[src/smb_pkg.sv]
// Constants shared by the status and event monitor bank
package smb_pkg;
  // Bus geometry
  localparam int ADDR_W = 16;
  localparam int DATA_W = 8;

  // Register addresses
  localparam logic [15:0] ADDR_XFER       = 16'h0005;
  localparam logic [15:0] ADDR_MASK_CEV   = 16'h010A;
  localparam logic [15:0] ADDR_MASK_AB    = 16'h010B;
  localparam logic [15:0] ADDR_MASK_CD    = 16'h010C;
  localparam logic [15:0] ADDR_CLR_ALL    = 16'h0A05;
  localparam logic [15:0] ADDR_CLR_CEV    = 16'h0A06;
  localparam logic [15:0] ADDR_CLR_AB     = 16'h0A07;
  localparam logic [15:0] ADDR_CLR_CD     = 16'h0A08;
  localparam logic [15:0] ADDR_NVM_STAT   = 16'h0D00;
  localparam logic [15:0] ADDR_SYS_STAT   = 16'h0D01;
  localparam logic [15:0] ADDR_REF_A_STAT = 16'h0D02;
  localparam logic [15:0] ADDR_REF_B_STAT = 16'h0D03;
  localparam logic [15:0] ADDR_REF_C_STAT = 16'h0D04;
  localparam logic [15:0] ADDR_REF_D_STAT = 16'h0D05;
  localparam logic [15:0] ADDR_CEV_MON    = 16'h0D08;
  localparam logic [15:0] ADDR_AB_MON     = 16'h0D09;
  localparam logic [15:0] ADDR_CD_MON     = 16'h0D0A;

  // Transfer strobe value and clear-all bit
  localparam logic [7:0] XFER_VAL    = 8'h01;
  localparam int         CLR_ALL_BIT = 0;

  // Reset values
  localparam logic [7:0] MASK_RST = 8'h00;
  localparam logic [7:0] REG_RST  = 8'h00;

  // Nonvolatile memory status fields
  localparam int NVM_SAVE_BIT  = 0;
  localparam int NVM_LOAD_BIT  = 1;
  localparam int NVM_FAULT_BIT = 2;

  // System clock status fields
  localparam int SYS_LOCK_BIT   = 0;
  localparam int SYS_STABLE_BIT = 1;
  localparam int SYS_CHAIN0_BIT = 2;
  localparam int SYS_CHAIN1_BIT = 3;

  // Reference status fields
  localparam int REF_SLOW_BIT  = 0;
  localparam int REF_FAST_BIT  = 1;
  localparam int REF_FAULT_BIT = 2;
  localparam int REF_VALID_BIT = 3;
  localparam int REF_ACT0_BIT  = 4;
  localparam int REF_ACT1_BIT  = 5;

  // Common event fields
  localparam int CEV_NVM_DONE_BIT  = 0;
  localparam int CEV_NVM_FAULT_BIT = 1;
  localparam int CEV_WDOG_BIT      = 3;
  localparam int CEV_LOCK_BIT      = 4;
  localparam int CEV_STABLE_BIT    = 5;
  localparam int CEV_UNLOCK_BIT    = 6;

  // Reference event fields, low nibble; high nibble adds REV_HI_OFS
  localparam int REV_FAULT_BIT   = 0;
  localparam int REV_RECOVER_BIT = 1;
  localparam int REV_VALID_BIT   = 2;
  localparam int REV_HI_OFS      = 4;
endpackage

[src/smb_sticky.sv]
// Sticky event flag byte with mask and clear
`timescale 1ns/1ps
`default_nettype none
module smb_sticky (
  input  wire logic       mclk,
  input  wire logic       rst,
  input  wire logic       ce,
  input  wire logic [7:0] evt_in,
  input  wire logic [7:0] mask_in,
  input  wire logic [7:0] clr_in,
  output logic      [7:0] flags_q
);
  logic [7:0] flags_d;

  // Clear first, then set, so a new event wins over its clear
  always_comb begin
    flags_d = (flags_q & ~clr_in) | (evt_in & ~mask_in);
  end

  // Flags hold until reset or clear
  always_ff @(posedge mclk) begin
    if (rst) begin
      flags_q <= smb_pkg::REG_RST;
    end else if (ce) begin
      flags_q <= flags_d;
    end
  end
endmodule
`default_nettype wire

[src/smb_ref_stat.sv]
// Status byte and edge events for one input reference
`timescale 1ns/1ps
`default_nettype none
module smb_ref_stat (
  input  wire logic       mclk,
  input  wire logic       rst,
  input  wire logic       ce,
  input  wire logic       valid,
  input  wire logic       fault,
  input  wire logic       fast,
  input  wire logic       slow,
  input  wire logic       act_first,
  input  wire logic       act_second,
  output logic      [7:0] status,
  output logic            evt_fault,
  output logic            evt_recover,
  output logic            evt_valid
);
  logic valid_q;
  logic fault_q;

  // Live status byte, reserved bits zero
  always_comb begin
    status = smb_pkg::REG_RST;
    status[smb_pkg::REF_ACT1_BIT]  = act_second;
    status[smb_pkg::REF_ACT0_BIT]  = act_first;
    status[smb_pkg::REF_VALID_BIT] = valid;
    status[smb_pkg::REF_FAULT_BIT] = fault;
    status[smb_pkg::REF_FAST_BIT]  = fast;
    status[smb_pkg::REF_SLOW_BIT]  = slow;
  end

  // Previous levels for edge detection
  always_ff @(posedge mclk) begin
    if (rst) begin
      valid_q <= 1'b0;
      fault_q <= 1'b0;
    end else if (ce) begin
      valid_q <= valid;
      fault_q <= fault;
    end
  end

  // New fault, fault recovery, validation
  assign evt_fault   = fault & ~fault_q;
  assign evt_recover = ~fault & fault_q;
  assign evt_valid   = valid & ~valid_q;
endmodule
`default_nettype wire

[src/smb_status_bank.sv]
// Status readback and sticky event monitor register bank
`timescale 1ns/1ps
`default_nettype none
module smb_status_bank (
  input  wire logic        mclk,
  input  wire logic        rst,
  input  wire logic        ce,
  input  wire logic [15:0] reg_addr,
  input  wire logic [7:0]  reg_wdata,
  input  wire logic        reg_wr,
  input  wire logic        reg_rd,
  output logic      [7:0]  reg_rdata,
  input  wire logic        system_clock_multiplier_locked,
  input  wire logic        system_clock_multiplier_stable,
  input  wire logic        first_analog_locked,
  input  wire logic        second_analog_locked,
  input  wire logic        first_digital_locked,
  input  wire logic        second_digital_locked,
  input  wire logic        nvm_save_busy,
  input  wire logic        nvm_load_busy,
  input  wire logic        nvm_done,
  input  wire logic        nvm_fault,
  input  wire logic        watchdog_expired,
  input  wire logic [3:0]  ref_valid,
  input  wire logic [3:0]  ref_fault,
  input  wire logic [3:0]  ref_fast,
  input  wire logic [3:0]  ref_slow,
  input  wire logic [3:0]  first_loop_ref_active,
  input  wire logic [3:0]  second_loop_ref_active
);
  ////////////////////////////////////////////////////////////////////////////////
  // Declarations
  logic       xfer_go;
  logic       clr_all;
  logic       wr_hit;
  logic       op_start;
  logic       lock_q;
  logic       stable_q;
  logic       busy_q;
  logic       nvm_fault_q;
  logic [7:0] live_nvm;
  logic [7:0] live_sys;
  logic [7:0] ref_live [4];
  logic [3:0] ref_evt_fault;
  logic [3:0] ref_evt_recover;
  logic [3:0] ref_evt_valid;
  logic [7:0] snap_nvm_q;
  logic [7:0] snap_sys_q;
  logic [7:0] snap_ref_q [4];
  logic [7:0] mask_cev_q;
  logic [7:0] mask_ab_q;
  logic [7:0] mask_cd_q;
  logic [7:0] evt_cev;
  logic [7:0] evt_ab;
  logic [7:0] evt_cd;
  logic [7:0] clr_cev;
  logic [7:0] clr_ab;
  logic [7:0] clr_cd;
  logic [7:0] cev_q;
  logic [7:0] ab_q;
  logic [7:0] cd_q;
  logic [7:0] rdata_d;

  ////////////////////////////////////////////////////////////////////////////////
  // Write decode
  assign wr_hit  = ce & reg_wr;
  assign xfer_go = wr_hit & (reg_addr == smb_pkg::ADDR_XFER)
                   & (reg_wdata == smb_pkg::XFER_VAL);
  assign clr_all = wr_hit & (reg_addr == smb_pkg::ADDR_CLR_ALL)
                   & reg_wdata[smb_pkg::CLR_ALL_BIT];

  // Clear vectors, one-cycle pulses from write-one strobes
  always_comb begin
    clr_cev = '0;
    clr_ab  = '0;
    clr_cd  = '0;
    if (clr_all) begin
      clr_cev = '1;
      clr_ab  = '1;
      clr_cd  = '1;
    end else if (wr_hit) begin
      if (reg_addr == smb_pkg::ADDR_CLR_CEV) clr_cev = reg_wdata;
      if (reg_addr == smb_pkg::ADDR_CLR_AB)  clr_ab  = reg_wdata;
      if (reg_addr == smb_pkg::ADDR_CLR_CD)  clr_cd  = reg_wdata;
    end
  end

  // Mask registers, writable and readable
  always_ff @(posedge mclk) begin
    if (rst) begin
      mask_cev_q <= smb_pkg::MASK_RST;
      mask_ab_q  <= smb_pkg::MASK_RST;
      mask_cd_q  <= smb_pkg::MASK_RST;
    end else if (wr_hit) begin
      if (reg_addr == smb_pkg::ADDR_MASK_CEV) mask_cev_q <= reg_wdata;
      if (reg_addr == smb_pkg::ADDR_MASK_AB)  mask_ab_q  <= reg_wdata;
      if (reg_addr == smb_pkg::ADDR_MASK_CD)  mask_cd_q  <= reg_wdata;
    end
  end

  ////////////////////////////////////////////////////////////////////////////////
  // Memory transfer fault flag
  assign op_start = (nvm_save_busy | nvm_load_busy) & ~busy_q;

  // Held until the next save or load starts; a new fault wins
  always_ff @(posedge mclk) begin
    if (rst) begin
      nvm_fault_q <= 1'b0;
      busy_q      <= 1'b0;
    end else if (ce) begin
      busy_q <= nvm_save_busy | nvm_load_busy;
      if (nvm_fault) begin
        nvm_fault_q <= 1'b1;
      end else if (op_start) begin
        nvm_fault_q <= 1'b0;
      end
    end
  end

  // Live memory and clock status bytes
  always_comb begin
    live_nvm = smb_pkg::REG_RST;
    live_nvm[smb_pkg::NVM_FAULT_BIT] = nvm_fault_q;
    live_nvm[smb_pkg::NVM_LOAD_BIT]  = nvm_load_busy;
    live_nvm[smb_pkg::NVM_SAVE_BIT]  = nvm_save_busy;
    live_sys = smb_pkg::REG_RST;
    live_sys[smb_pkg::SYS_CHAIN1_BIT] = system_clock_multiplier_locked & second_analog_locked
                                        & second_digital_locked;
    live_sys[smb_pkg::SYS_CHAIN0_BIT] = system_clock_multiplier_locked & first_analog_locked
                                        & first_digital_locked;
    live_sys[smb_pkg::SYS_STABLE_BIT] = system_clock_multiplier_stable;
    live_sys[smb_pkg::SYS_LOCK_BIT]   = system_clock_multiplier_locked;
  end

  ////////////////////////////////////////////////////////////////////////////////
  // Per-reference status and edges, A to D
  for (genvar i = 0; i < 4; i++) begin : g_ref
    smb_ref_stat u_ref (
      .mclk        (mclk),
      .rst         (rst),
      .ce          (ce),
      .valid       (ref_valid[i]),
      .fault       (ref_fault[i]),
      .fast        (ref_fast[i]),
      .slow        (ref_slow[i]),
      .act_first   (first_loop_ref_active[i]),
      .act_second  (second_loop_ref_active[i]),
      .status      (ref_live[i]),
      .evt_fault   (ref_evt_fault[i]),
      .evt_recover (ref_evt_recover[i]),
      .evt_valid   (ref_evt_valid[i])
    );
  end

  ////////////////////////////////////////////////////////////////////////////////
  // Snapshot of status, refreshed only by the transfer strobe
  always_ff @(posedge mclk) begin
    if (rst) begin
      snap_nvm_q <= smb_pkg::REG_RST;
      snap_sys_q <= smb_pkg::REG_RST;
      for (int k = 0; k < 4; k++) begin
        snap_ref_q[k] <= smb_pkg::REG_RST;
      end
    end else if (xfer_go) begin
      snap_nvm_q <= live_nvm;
      snap_sys_q <= live_sys;
      for (int k = 0; k < 4; k++) begin
        snap_ref_q[k] <= ref_live[k];
      end
    end
  end

  ////////////////////////////////////////////////////////////////////////////////
  // Previous system clock levels for edge events
  always_ff @(posedge mclk) begin
    if (rst) begin
      lock_q   <= 1'b0;
      stable_q <= 1'b0;
    end else if (ce) begin
      lock_q   <= system_clock_multiplier_locked;
      stable_q <= system_clock_multiplier_stable;
    end
  end

  // Event vectors, reserved positions stay zero
  always_comb begin
    evt_cev = '0;
    evt_cev[smb_pkg::CEV_UNLOCK_BIT]    = lock_q & ~system_clock_multiplier_locked;
    evt_cev[smb_pkg::CEV_LOCK_BIT]      = ~lock_q & system_clock_multiplier_locked;
    evt_cev[smb_pkg::CEV_STABLE_BIT]    = ~stable_q & system_clock_multiplier_stable;
    evt_cev[smb_pkg::CEV_WDOG_BIT]      = watchdog_expired;
    evt_cev[smb_pkg::CEV_NVM_DONE_BIT]  = nvm_done;
    evt_cev[smb_pkg::CEV_NVM_FAULT_BIT] = nvm_fault;
    evt_ab = '0;
    evt_cd = '0;
    evt_ab[smb_pkg::REV_FAULT_BIT]   = ref_evt_fault[0];
    evt_ab[smb_pkg::REV_RECOVER_BIT] = ref_evt_recover[0];
    evt_ab[smb_pkg::REV_VALID_BIT]   = ref_evt_valid[0];
    evt_ab[smb_pkg::REV_FAULT_BIT + smb_pkg::REV_HI_OFS]   = ref_evt_fault[1];
    evt_ab[smb_pkg::REV_RECOVER_BIT + smb_pkg::REV_HI_OFS] = ref_evt_recover[1];
    evt_ab[smb_pkg::REV_VALID_BIT + smb_pkg::REV_HI_OFS]   = ref_evt_valid[1];
    evt_cd[smb_pkg::REV_FAULT_BIT]   = ref_evt_fault[2];
    evt_cd[smb_pkg::REV_RECOVER_BIT] = ref_evt_recover[2];
    evt_cd[smb_pkg::REV_VALID_BIT]   = ref_evt_valid[2];
    evt_cd[smb_pkg::REV_FAULT_BIT + smb_pkg::REV_HI_OFS]   = ref_evt_fault[3];
    evt_cd[smb_pkg::REV_RECOVER_BIT + smb_pkg::REV_HI_OFS] = ref_evt_recover[3];
    evt_cd[smb_pkg::REV_VALID_BIT + smb_pkg::REV_HI_OFS]   = ref_evt_valid[3];
  end

  ////////////////////////////////////////////////////////////////////////////////
  // Sticky event monitors
  smb_sticky u_cev (
    .mclk    (mclk),
    .rst     (rst),
    .ce      (ce),
    .evt_in  (evt_cev),
    .mask_in (mask_cev_q),
    .clr_in  (clr_cev),
    .flags_q (cev_q)
  );

  smb_sticky u_ab (
    .mclk    (mclk),
    .rst     (rst),
    .ce      (ce),
    .evt_in  (evt_ab),
    .mask_in (mask_ab_q),
    .clr_in  (clr_ab),
    .flags_q (ab_q)
  );

  smb_sticky u_cd (
    .mclk    (mclk),
    .rst     (rst),
    .ce      (ce),
    .evt_in  (evt_cd),
    .mask_in (mask_cd_q),
    .clr_in  (clr_cd),
    .flags_q (cd_q)
  );

  ////////////////////////////////////////////////////////////////////////////////
  // Read mux; unmapped and write-only addresses read zero
  always_comb begin
    rdata_d = smb_pkg::REG_RST;
    if (reg_rd) begin
      case (reg_addr)
        smb_pkg::ADDR_NVM_STAT:   rdata_d = snap_nvm_q;
        smb_pkg::ADDR_SYS_STAT:   rdata_d = snap_sys_q;
        smb_pkg::ADDR_REF_A_STAT: rdata_d = snap_ref_q[0];
        smb_pkg::ADDR_REF_B_STAT: rdata_d = snap_ref_q[1];
        smb_pkg::ADDR_REF_C_STAT: rdata_d = snap_ref_q[2];
        smb_pkg::ADDR_REF_D_STAT: rdata_d = snap_ref_q[3];
        smb_pkg::ADDR_CEV_MON:    rdata_d = cev_q;
        smb_pkg::ADDR_AB_MON:     rdata_d = ab_q;
        smb_pkg::ADDR_CD_MON:     rdata_d = cd_q;
        smb_pkg::ADDR_MASK_CEV:   rdata_d = mask_cev_q;
        smb_pkg::ADDR_MASK_AB:    rdata_d = mask_ab_q;
        smb_pkg::ADDR_MASK_CD:    rdata_d = mask_cd_q;
        default:                  rdata_d = smb_pkg::REG_RST;
      endcase
    end
  end

  // Read data stands only in the cycle after the strobe
  always_ff @(posedge mclk) begin
    if (rst) begin
      reg_rdata <= smb_pkg::REG_RST;
    end else if (ce) begin
      reg_rdata <= rdata_d;
    end
  end
endmodule
`default_nettype wire

[config.mk]
export PLATFORM = sky130hd
export DESIGN_NAME = smb_status_bank
export DESIGN_NICKNAME = d
export VERILOG_FILES = /design/src/smb_pkg.sv /design/src/smb_sticky.sv /design/src/smb_ref_stat.sv /design/src/smb_status_bank.sv
export SDC_FILE = /design/constraint.sdc
export NUM_CORES = 1
export LEC_CHECK = 0
export ABC_AREA = 1
export BUFFER_PORTS_ARGS = -buffer_cell sky130_fd_sc_hd__buf_2
export CAP_MARGIN = 20
export CORE_ASPECT_RATIO = 1.75
export CORE_UTILIZATION = 51
export CTS_CLUSTER_DIAMETER = 80
export CTS_CLUSTER_SIZE = 16
export DETAILED_ROUTE_END_ITERATION = 16
export PLACE_DENSITY_LB_ADDON = 0.1
export SYNTH_ARGS = -nofsm -noshare
export SYNTH_HDL_FRONTEND = slang
export SYNTH_SLANG_ARGS = --single-unit
[constraint.sdc]
create_clock -name mclk -period 2.1 [get_ports mclk]
set_input_delay 0.21 -clock mclk [delete_from_list [all_inputs] [get_ports mclk]]
set_output_delay 0.21 -clock mclk [all_outputs]
set_load 0.05 [all_outputs]
==> results.txt <==
The power per unit of standard cell area came out at 678.4 nW/um2. The worst slew slack as a fraction of its limit came out at 65.26%. The deepest level of the CTS H-tree is 3. For this run, asynchronously set or reset flops after synthesis account for 0%. The path category of the worst min-delay check is primary input to flop.

The setup TNS after final layout is 0 ns. The total congestion overflow is 0. Counting every sink on the clock net gives 99.

The number of antenna violations at the first check in global routing came out at 0. The max-cap check violation count is 0. The kind of start point of the critical path is a primary input. The share of the clock period used by the worst path after layout came out at 79.44%. The warning count from the yosys run is 0. The average wire per cell in the routed design is 16.79 um.

By area the synthesized netlist is led by dfxtp_1 (31%), edfxtp_1 (15%), nand3_1 (11%), nand2_1 (9.2%), a21oi_1 (6.5%). Sequential cells were found to cover 46.37% of the synthesized design area. Entering global routing, the biggest net connects 53 pins. The congestion estimate from routability-driven global placement came to 0.9390. The total clock buffers created by CTS came out at 9. For the pin with the worst max-slew slack, the measured transition is 0.5211 ns.

The mean cell area of the mapped netlist came out at 7.547 um2. Synthesis inferred 99 register bits. The number of cells on the worst reg-to-reg path is 6. The die extent in x came out at 75.28 um.

The fraction of final layout cells sized beyond drive strength 1 is 20.14%. The most frequent cell after synthesis is nand2_1. The largest total area in the synthesized netlist belongs to dfxtp_1. The worst hold path begins at nvm_load_busy.

In this run the critical register-to-register path is launched from mask_ab_q[2]$_SDFFE_PP0P_. The number of pins exceeding their max-slew limit in the final report came out at 0. The number of core rows came out at 46. The wire length of the first global-routing pass is 21.50 mm. The register-to-register setup slack came out at 0.96 ns. Relative to the synthesized area, the layout overhead comes to 17.21%.

The worst-case vdd ir drop is 0.0005039 V. Clock skew on the completed layout was measured at 0.005347 ns. In this run the tool buffered the top-level ports with 71 buffer cells. The count of antenna diodes in the layout is 0. 72 I/O pins were placed.

The worst path needs 1.668 ns of the cycle, external delays included. TritonCTS built the clock tree. Setup repair after global routing left no endpoint under its margin. The via count of the first global-routing pass came out at 4,284.

The worst setup path is captured at a flop. The number of nets produced by synthesis came out at 699. The post-cts repair resize count came out at 0. The maximum buffer depth of the clock tree came out at 2. The leakage power total came out at 2.380 nW. In the global route stage, overall resource usage came out at 30.47%. Counting instances in the post-synthesis netlist gives the leading cell types as nand2_1 (118), nand3_1 (104), dfxtp_1 (75). The number of hold buffers added after CTS came out at 0.

The distinct cell type count of the synthesized netlist came out at 28. Fill cells in the final layout number 918. The post-synthesis instance total is 635. The number of enable-type register cells in the synthesized netlist came out at 24. The post-detailed-placement half-perimeter wirelength is 10.12 mm. Clock tree synthesis selected as its root buffer the cell clkbuf_16.

The number of violations reported at the end of detailed-routing iteration 0 came out at 362. The number of vias in the routed layout is 4,636. The post-route core utilization is 61.76%. The design draws 0.003810 W. The data arrival time of the critical path came out at 1.89 ns. The post-CTS setup repair buffer count is 0. The worst hold path terminates at snap_nvm_q[1]$_SDFFE_PP0P_. The final layout contains 774 nets. After detailed routing, the number of vias per cell comes to 5.552. The remaining antenna violation count after routing came out at 0.

The clock input transition at the sequential cells of the worst setup and hold paths is 0.07 ns. The height of the die is 130.2 um. The source-to-sink clock delay at the later pin of the worst-skew pair is 0.35 ns. The number of hold violations in the final report came out at 0.

The flow ran to the end, and the final reports show no timing, DRC or antenna violations. After synthesis, the largest area contributor takes up 31.33% of total cell area. The worst hold path stage count is 3. The number of search-and-repair iterations in the first detailed-routing pass is 7.

Timing would allow up to 0.5994 GHz. The maximum fanout count along the critical path came out at 11. The reg-to-reg endpoint is reg_rdata[2]$_SDFFE_PP0P_. The total die area came out at 9803 um2.

The setup path with the least slack is of type primary input to flop. The leading register cell type out of synthesis is dfxtp_1. The remaining design rule violation count came out at 0. At the worst endpoint, the required time is 2.32 ns. The final layout contains routed wiring with a total length of 14.02 mm.

The starting density of the core came out at 52.70%. Summing every instance area after synthesis gives 4792 um2. The core box area came out at 9094 um2.

Setup violations remaining at the end of the flow were counted as 0.
how the worst max path moves through the flow:
| stage | start | to | slack, ns | depth (start not counted) |
|---|---|---|---|---|
| after global placement | reg_addr[11] | mask_cev_q[0]$_SDFFE_PP0P_ | 0.12 | 8 |
| after CTS | reg_addr[15] | mask_cev_q[0]$_SDFFE_PP0P_ | 0.50 | 8 |
| after floorplan | reg_addr[7] | snap_ref_q[0][0]$_SDFFCE_PN0P_ | 0.10 | 7 |
| after global routing | reg_addr[5] | u_cd.flags_q[5]$_SDFFE_PP0P_ | 0.34 | 8 |
| final | reg_addr[11] | mask_cev_q[0]$_SDFFE_PP0P_ | 0.43 | 8 |
| after detailed placement | reg_addr[11] | mask_cev_q[0]$_SDFFE_PP0P_ | 0.14 | 8 |
cell type report:
class | instances | area, um2 | share of cell area, %
sequential | 99 | 2222 | 39.56
multi-input combinational | 439 | 2175 | 38.72
timing repair buffer | 95 | 560.5 | 9.980
inverter | 66 | 247.7 | 4.411
clock buffer | 10 | 229.0 | 4.077
tap | 120 | 150.1 | 2.673
clock inverter | 6 | 32.53 | 0.5792
through the flow:
| step | area, um2 | setup slack, ns | cells | hold WS (ns) |
|---|---|---|---|---|
| after detailed placement | 5355 | 0.1353 | 819 | 0.4446 |
| final | 5617 | 0.4317 | 835 | 0.1035 |
| after global routing | 5617 | 0.3357 | 835 | 0.1244 |
| after floorplan | 4792 | 0.1029 | 635 | 0.3484 |
| after CTS | 5617 | 0.5040 | 835 | 0.09944 |
| after global placement | 5355 | 0.1221 | 819 | 0.4355 |
worst max-delay path: stages:
cell     delay, ns
buf_2         0.11
nor2_1        0.23
nand2_1       0.08
nor2_1        0.36
and2_1        0.30
nand2_1       0.30
o21ai_0       0.24
a21oi_1       0.05
kinds of logic (layout without fill, tap and decap cells):
group           Yosys count  after routing  share of synthesized area [%]
flops                    99             99                          46.37
buf+inv                  97            177                          8.355
simple gates            327            327                          31.96
compound gates          112            112                          13.32
registers in the layout, summed over array words and instances, names as in the netlist:
register / flops
nvm_fault_q: 1
g_ref.u_ref.valid_q: 4
u_cev.flags_q: 8
g_ref.u_ref.fault_q: 4
snap_sys_q: 4
reg_rdata: 8
snap_ref_q: 24
mask_cd_q: 8
busy_q: 1
mask_ab_q: 8
snap_nvm_q: 3
mask_cev_q: 8
u_ab.flags_q: 8
lock_q: 1
u_cd.flags_q: 8
stable_q: 1
per-layer routing:
layer / track usage (%) / part of all wire (%) / vias up
li1: - / - / 2287
met1: 36.26 / 40 / 2168
met2: 51.51 / 51 / 146
met3: 4.170 / 4.1 / 35
met4: 17.54 / 5.3 / 0
met5: 0 / 0 / -
cells in the final DEF, fill, tap and decap left out, types with 4 or more instances in the layout:
master	Yosys	routed
o21ai_0	22	22
edfxtp_1	24	24
nor2_2	26	25
o21ai_1	4	4
nand2_1	118	118
clkinv_1	3	5
nor2_1	50	50
buf_4	2	22
a21oi_1	62	62
inv_1	61	61
nand3_1	104	104
clkbuf_16	0	9
o2111a_1	5	5
o211ai_1	18	18
buf_2	11	71
or3_1	9	9
dfxtp_1	75	75
nand4_1	8	8
nor2_4	4	5
report_power, final:
group / switching, W / internal (W)
registers: 0.0000250 / 0.00200
clock network: 0.000706 / 0.000790
logic: 0.000183 / 0.000102
total: 0.000914 / 0.00290
Power figures use the tool's default switching activity.
